`src/inc/asq_pkg.sv`:
```
// constants and carrier types for the acquisition scan sequencer
// assumes a single 16 MHz state-machine clock and an external SAR converter handshake
package asq_pkg;
	localparam int CELL_CHANNELS = 12;
	localparam int AUX_CHANNELS = 2;
	localparam int CHANNELS = CELL_CHANNELS + AUX_CHANNELS;
	localparam int CHAN_W = 4;
	localparam int CONV_W = 12;
	localparam int MEAS_W = 14;
	localparam int REG_W = 16;
	localparam int ACC_W = 22;
	localparam int OVS_W = 3;
	localparam int CNT_W = 8;
	localparam logic [REG_W-1:0] RESULT_RESET = 16'h0000;
	localparam logic [CHAN_W-1:0] FIRST_AUX = 4'hC;
	localparam logic [1:0] SCAN_COUNT = 2'h2;
	localparam logic [REG_W-CONV_W-1:0] AUX_PAD = 4'h0;
	localparam logic [1:0] LSB_PAD = 2'h0;
	localparam real CLOCK_MHZ = 16.0;

	typedef enum {ST_IDLE, ST_PICK, ST_CONV, ST_WAIT, ST_NEXT, ST_STORE, ST_DONE} asq_state_t;

	typedef struct packed {
		logic [CELL_CHANNELS-1:0] cellEnable;
		logic [AUX_CHANNELS-1:0] auxEnable;
		logic [OVS_W-1:0] oversampleLog2;
	} asq_config_t;

	typedef struct packed {
		logic valid;
		logic [CONV_W-1:0] code;
	} asq_conv_t;
endpackage

```
`src/verilog/asq_accum.sv`:
```
// one per-channel accumulator for the acquisition scan sequencer
// assumes clear and add are not raised together by the sequencer
module asq_accum
(
	input wire logic refClk,
	input wire logic nrst,
	input wire logic clear,
	input wire logic add,
	input wire logic [asq_pkg::CONV_W-1:0] code,
	output logic [asq_pkg::ACC_W-1:0] sum
);
	always_ff @(posedge refClk)
	begin
		if (!nrst || clear)
			sum <= '0;
		else if (add)
			sum <= sum + asq_pkg::ACC_W'(code);
	end
endmodule // asq_accum

```
`src/verilog/asq_sequencer.sv`:
```
// acquisition scan sequencer: conversions, scans, measurement cycles and acquisitions
// assumes ref_clk is the internal 16 MHz oscillator and the converter answers on the same clock
// assumes the converter raises convResult.valid for one cycle some time after each convStart
// assumes cfg is steady while start is high; it is frozen for the rest of the acquisition
// Function
// - Each conversion samples one channel, yields a 12-bit code and adds it to an accumulator.
// - A scan walks all enabled cell channels in order and skips the disabled ones.
// - A measurement cycle is two scans whose two codes per cell channel average into a 14-bit value.
// - Auxiliary channels are converted only once per acquisition, in the second scan of the last measurement cycle.
// - With oversampling, successive measurement cycles are averaged into one 14-bit value per cell channel.
// - Without oversampling, an acquisition is one measurement cycle and its result is that measurement.
// - Auxiliary results are never averaged and are kept as 12-bit values.
// - Every result register is a 16-bit word.
// - The sequencer runs on the internal 16 MHz oscillator clock only.
// - The 14-bit result is stored left-aligned in 16 bits with two zero low bits.
// - A channel not enabled holds zero after the acquisition.
// - Auxiliary channels are converted last in the last measurement cycle.
module asq_sequencer
(
	input wire logic ref_clk,
	input wire logic nrst,
	input wire logic start,
	input wire asq_pkg::asq_config_t cfg,
	output logic busy,
	output logic convStart,
	output logic [asq_pkg::CHAN_W-1:0] convChannel,
	input wire asq_pkg::asq_conv_t convResult,
	output logic [asq_pkg::CHANNELS-1:0][asq_pkg::REG_W-1:0] result,
	output logic done
);
	// sequence position and frozen configuration
	asq_pkg::asq_state_t state;
	asq_pkg::asq_config_t active;
	logic [asq_pkg::CHAN_W-1:0] chan;
	logic scanIdx;
	logic [asq_pkg::CNT_W-1:0] cycleCnt;
	logic [asq_pkg::CNT_W-1:0] cycleTotal;
	logic [asq_pkg::CHANNELS-1:0] enableMask;
	logic [asq_pkg::CHANNELS-1:0] clearAcc;
	logic [asq_pkg::CHANNELS-1:0] addAcc;
	logic [asq_pkg::CHANNELS-1:0][asq_pkg::ACC_W-1:0] sum;
	logic chanLive;
	logic lastChan;
	logic lastScan;
	logic [asq_pkg::CNT_W-1:0] cycleNext;
	logic lastCycle;
	logic endOfCycle;
	logic endOfAcq;
	logic startTaken;
	logic inPick;
	logic inWait;
	logic inNext;
	logic inStore;
	logic [asq_pkg::CHANNELS-1:0][asq_pkg::REG_W-1:0] next_result;

	assign enableMask = {active.auxEnable, active.cellEnable};
	// aux channels sit above the cells so they come last; taken once, on the final scan of the final cycle
	assign chanLive = enableMask[chan] && ((chan < asq_pkg::FIRST_AUX) || (lastScan && lastCycle));
	assign lastChan = (chan == asq_pkg::CHAN_W'(asq_pkg::CHANNELS - 1));
	assign lastScan = scanIdx;
	assign cycleTotal = asq_pkg::CNT_W'(1) << active.oversampleLog2;
	// decoded positions in the sequence
	assign cycleNext = cycleCnt + asq_pkg::CNT_W'(1);
	assign lastCycle = (cycleNext == cycleTotal);
	assign endOfCycle = lastChan && lastScan;
	assign endOfAcq = endOfCycle && lastCycle;
	assign startTaken = (state == asq_pkg::ST_IDLE) && start;
	assign inPick = (state == asq_pkg::ST_PICK);
	assign inWait = (state == asq_pkg::ST_WAIT);
	assign inNext = (state == asq_pkg::ST_NEXT);
	assign inStore = (state == asq_pkg::ST_STORE);

	// one accumulator per channel, all cleared when an acquisition is taken
	genvar g;
	generate
		for (g = 0; g < asq_pkg::CHANNELS; g++)
		begin : gAcc
			assign clearAcc[g] = startTaken;
			assign addAcc[g] = inWait && convResult.valid && (chan == asq_pkg::CHAN_W'(g));
			asq_accum uAcc
			(
				.refClk(ref_clk),
				.nrst(nrst),
				.clear(clearAcc[g]),
				.add(addAcc[g]),
				.code(convResult.code),
				.sum(sum[g])
			);
		end
	endgenerate

	// configuration is frozen for the whole acquisition
	always_ff @(posedge ref_clk)
	begin
		if (!nrst)
			active <= '0;
		else if (startTaken)
			active <= cfg;
	end

	// sequence state, all on the single oscillator clock
	always_ff @(posedge ref_clk)
	begin
		if (!nrst)
			state <= asq_pkg::ST_IDLE;
		else
		begin
			unique case (state)
				asq_pkg::ST_IDLE:
				begin
					if (start)
						state <= asq_pkg::ST_PICK;
				end
				asq_pkg::ST_PICK:
				begin
					state <= chanLive ? asq_pkg::ST_CONV : asq_pkg::ST_NEXT;
				end
				asq_pkg::ST_CONV:
				begin
					state <= asq_pkg::ST_WAIT;
				end
				asq_pkg::ST_WAIT:
				begin
					if (convResult.valid)
						state <= asq_pkg::ST_NEXT;
				end
				asq_pkg::ST_NEXT:
				begin
					if (endOfAcq)
						state <= asq_pkg::ST_STORE;
					else
						state <= asq_pkg::ST_PICK;
				end
				asq_pkg::ST_STORE:
				begin
					state <= asq_pkg::ST_DONE;
				end
				asq_pkg::ST_DONE:
				begin
					state <= asq_pkg::ST_IDLE;
				end
			endcase
		end
	end

	// channel index within the scan
	always_ff @(posedge ref_clk)
	begin
		if (!nrst || startTaken)
			chan <= '0;
		else if (inNext)
		begin
			if (lastChan)
				chan <= '0;
			else
				chan <= chan + asq_pkg::CHAN_W'(1);
		end
	end

	// first or second scan of the measurement cycle
	always_ff @(posedge ref_clk)
	begin
		if (!nrst || startTaken)
			scanIdx <= 1'b0;
		else if (inNext && lastChan)
			scanIdx <= !scanIdx;
	end

	// measurement cycles finished so far
	always_ff @(posedge ref_clk)
	begin
		if (!nrst || startTaken)
			cycleCnt <= '0;
		else if (inNext && endOfCycle && !lastCycle)
			cycleCnt <= cycleNext;
	end

	// stored words: cells average 2*N codes into 14 bits, aux keep their single 12-bit code
	// doubling then dividing by the cycle count turns the sum of 2*N codes into a 14-bit mean
	always_comb
	begin
		for (int i = 0; i < asq_pkg::CHANNELS; i++)
		begin
			if (!enableMask[i])
				next_result[i] = asq_pkg::RESULT_RESET;
			else if (i >= asq_pkg::CELL_CHANNELS)
				next_result[i] = {asq_pkg::AUX_PAD, asq_pkg::CONV_W'(sum[i])};
			else
				next_result[i] = {asq_pkg::MEAS_W'((sum[i] << 1) >> active.oversampleLog2), asq_pkg::LSB_PAD};
		end
	end

	always_ff @(posedge ref_clk)
	begin
		if (!nrst)
			result <= {asq_pkg::CHANNELS{asq_pkg::RESULT_RESET}};
		else if (inStore)
			result <= next_result;
	end

	// completion pulse lines up with the new result words
	always_ff @(posedge ref_clk)
	begin
		if (!nrst)
			done <= 1'b0;
		else
			done <= inStore;
	end

	// channel number holds from one pick to the next
	always_ff @(posedge ref_clk)
	begin
		if (!nrst)
			convChannel <= '0;
		else if (inPick)
			convChannel <= chan;
	end

	// handshake outputs decoded straight from the state
	assign convStart = (state == asq_pkg::ST_CONV);
	assign busy = (state != asq_pkg::ST_IDLE);
endmodule // asq_sequencer

```
`config.mk`:
```
export PLATFORM = sky130hd
export DESIGN_NAME = asq_sequencer
export DESIGN_NICKNAME = d
export VERILOG_FILES = /design/src/inc/asq_pkg.sv /design/src/verilog/asq_accum.sv /design/src/verilog/asq_sequencer.sv
export SDC_FILE = /design/constraint.sdc
export NUM_CORES = 2
export LEC_CHECK = 0
export BUFFER_PORTS_ARGS = -buffer_cell sky130_fd_sc_hd__buf_2
export CORE_UTILIZATION = 55
export DETAILED_ROUTE_END_ITERATION = 10
export PLACE_DENSITY = 0.76
export SYNTH_ARGS = -nofsm -noshare
export SYNTH_HDL_FRONTEND = slang
export SYNTH_SLANG_ARGS = --single-unit
```
`constraint.sdc`:
```
create_clock -name ref_clk -period 4.6 [get_ports ref_clk]
set_input_delay 0.69 -clock ref_clk [delete_from_list [all_inputs] [get_ports ref_clk]]
set_output_delay 0.69 -clock ref_clk [all_outputs]
set_load 0.02 [all_outputs]
```
==> metrics <==
later-pin clock latency in the skew report=0.61 ns; final hold violations=0; Mapped Area=about 32000 sq um; Mapped Cells=roughly 4000; most used cell, CP=o21ai_0; num ports=264; initial antenna violation count=1; HPWL after DPL=about 70 mm; min cycle time layout=between 3 and 4 ns; wire per inst=a little over 20 um; ys async rst share=0%; DRC=0; vias in the first global route=about 27000; CP required=5.07 ns; startpoint types=input pin; ys flop type=dfxtp_1; setup ws final=about 1.3 ns; DRT Wirelength=between 90 and 100 mm; RSZ-0062 raised after global routing=no; CP peak stage delay=roughly 0.50 ns; Clock Skews=0.0175 ns; share of post-route cells with drive strength above 1=between 10% and 20%; Initial Utilization=56.1%; Area contributors post-synth=dfxtp_1 31%, a21oi_1 6.9%, mux2i_1 6.7%; Achievable Freq=302 MHz; Critical Path Sink Type=flip-flop; Syn Area/Cell=approximately 8 sq um; outcome=finished clean; CP arrival=between 3 and 4 ns; Min-Delay Path Class=input pin to flip-flop; Setup violations, final=0; Crit path depth=12; number of register bits inferred by synthesis=494; die span in x=around 240 um; Pre-antenna DRT Iters=6; Worst-Margin Slew=1.14 ns; final worst path period share=a little under three quarters; core box area=around 57000 sq um; worst vdd ir=0.287 mV; CTS hold repair buffers=0; Fin Setup TNS=0 ns; Pleak=approximately 14 nW; Layout Utilization=between 60% and 70%; Total GRT Usage=32.3%; starting DRC count in detailed routing=~3100; # H-tree levels=2; max cap viols=0; post-CTS sizing=0; clock buffer depth=3; TritonCTS clock tree=built; number of synthesized flops with an enable pin=0; Final ANT Viol Nets=0; Post-CTS Setup Bufs=0; via count=between 30000 and 40000; first-pass GRT wire length=between 150 and 200 mm; die area=just under 60000 sq um; grt ovf=0; row count=just under 90; # clock sinks=494; cell area power density=287 nW/um^2; cell with the most instances after synthesis=nor2_1; top cells by count, synth=552 x nor2_1, 518 x nand2_1, 494 x dfxtp_1; P&R area growth vs syn=10.4%; Port-buffer cells=roughly 230; largest net degree at the start of global routing=159; CP max FO=14; Max Transition Viols Final=0; buffers plus inverters on the worst setup path=2; leading area contributor after synthesis=dfxtp_1; top-area cell type share of the netlist area=31.1%; r2r worst-path depth=6; pre-CTS WS=0.840 ns; Rel. slew slack=23.8%; register clock-pin slew on the reported worst setup and hold paths=0.06 ns; count of cell types in the netlist=82; sequential fraction of the synthesis area=a little under a third; Die Y-Extent=243 um; number of vias per cell=6.14; Final nets=4306; Hold Path Depth=3; CTS Buf Count=54; YS warnings=0; clock root buffer=clkbuf_16; crit-path cells=buf_2 > ha_1 > inv_1 > fa_1 > nor2b_1 > o21ai_0 > a21boi_0 > o221ai_1 > o21ai_0 > nand3_1 > xor2_1 > nor2_1; routability congestion estimate=0.944; Setup CP Type=input pin to flip-flop; CP top delay family=compound AO/OA/AOI/OAI gates; Worst path slowest cell=buf_2
## layout make-up
cell class | instances | area, sq um
Fill cell | 4926 | 21600
Sequential cell | 494 | 9900
Inverter | 61 | 240
Tap cell | 756 | 946
Clock inverter | 25 | 335
Clock buffer | 73 | 1600
Timing Repair Buffer | 271 | 1530
Antenna cell | 1 | 2.50
Multi-Input combinational cell | 3210 | 20600
## registers in the layout, summed over array words and instances (netlist names)
| register | cells |
|---|---|
| gAcc.uAcc.sum | 264 |
| state | 3 |
| result | 192 |
| chan | 4 |
| convChannel | 4 |
| lastScan | 1 |
| cycleCnt | 8 |
| done | 1 |
| active | 17 |
## logic make-up after synthesis
family                   synth area share [%]
AND/OR/NAND/NOR                          22.2
other                                  0.0118
multiplexers                             12.4
adder cells (fa/ha/maj)                  7.44
AO/OA/AOI/OAI                            17.1
buffers and inverters                    4.62
XOR/XNOR                                 5.17
flip-flops                               31.1
## routing by layer
| metal | up-vias | GRT usage (%) | wire (um) |
|---|---|---|---|
| li1 | 14300 | - | - |
| met1 | 14200 | 48.3 | 44500 |
| met2 | 1398 | 46.9 | 40900 |
| met5 | - | 0 | 0 |
| met3 | 170 | 6.05 | 10200 |
| met4 | 0 | 9.53 | 2780 |
## metrics by stage
| step | instances | total power, mW | instance area (sq um) | hold WS [ns] |
|---|---|---|---|---|
| 2_1_floorplan | 4025 | 5.16 | 32000 | 0.449 |
| 3_3_place_gp | 4792 | 5.41 | 33200 | 0.440 |
| 3_5_place_dp | 4792 | 5.42 | 33200 | 0.443 |
| 4_1_cts | 4890 | 10.1 | 35200 | 0.298 |
| 5_1_grt | 4890 | 10.3 | 35200 | 0.322 |
| 6_report | 4891 | 10.1 | 35200 | 0.311 |
## placed cells by master, fill, tap and decap left out, types with 32 or more instances in the layout
cell | synthesis | final
a211oi_1 | 79 | 79
buf_2 | 54 | 231
nor2b_1 | 54 | 54
buf_4 | 47 | 34
mux2i_1 | 213 | 213
xor2_1 | 108 | 108
nor2_1 | 552 | 551
nand2_1 | 518 | 516
mux2_2 | 36 | 36
o21ai_0 | 170 | 170
mux4_2 | 63 | 63
dfxtp_1 | 494 | 491
inv_1 | 58 | 57
xnor2_1 | 80 | 80
a22oi_1 | 37 | 37
conb_1 | 1 | 32
a21oi_1 | 441 | 441
and3_1 | 65 | 65
o21a_1 | 37 | 37
nor3_1 | 80 | 80
clkbuf_16 | 0 | 57
nand3_1 | 134 | 134
ha_1 | 167 | 167
## worst paths after layout
path            startpoint                    to  slack, ns
max reg2reg       state[0]            result[66]       1.58
max          convResult[0]  gAcc[3].uAcc.sum[16]       1.29
min                 cfg[2]             active[2]       0.31
min reg2reg    result[218]           result[218]       0.45
## worst reg2reg max path: stages (launching register included)
cell,delay (ns)
dfxtp_1,0.61
nor2b_1,0.21
and2_1,0.60
nand2_1,0.52
a211oi_1,0.81
a21oi_1,0.08
nor2_1,0.11
## power breakdown
group | internal (mW) | leakage [nW] | switching, mW
Combinational | 0.313 | 8.72 | 0.714
Clock | 2.87 | 0.952 | 1.85
Sequential | 4.29 | 3.98 | 0.0426
Total | 7.47 | 13.7 | 2.61
(Power assumes the default switching activity.)
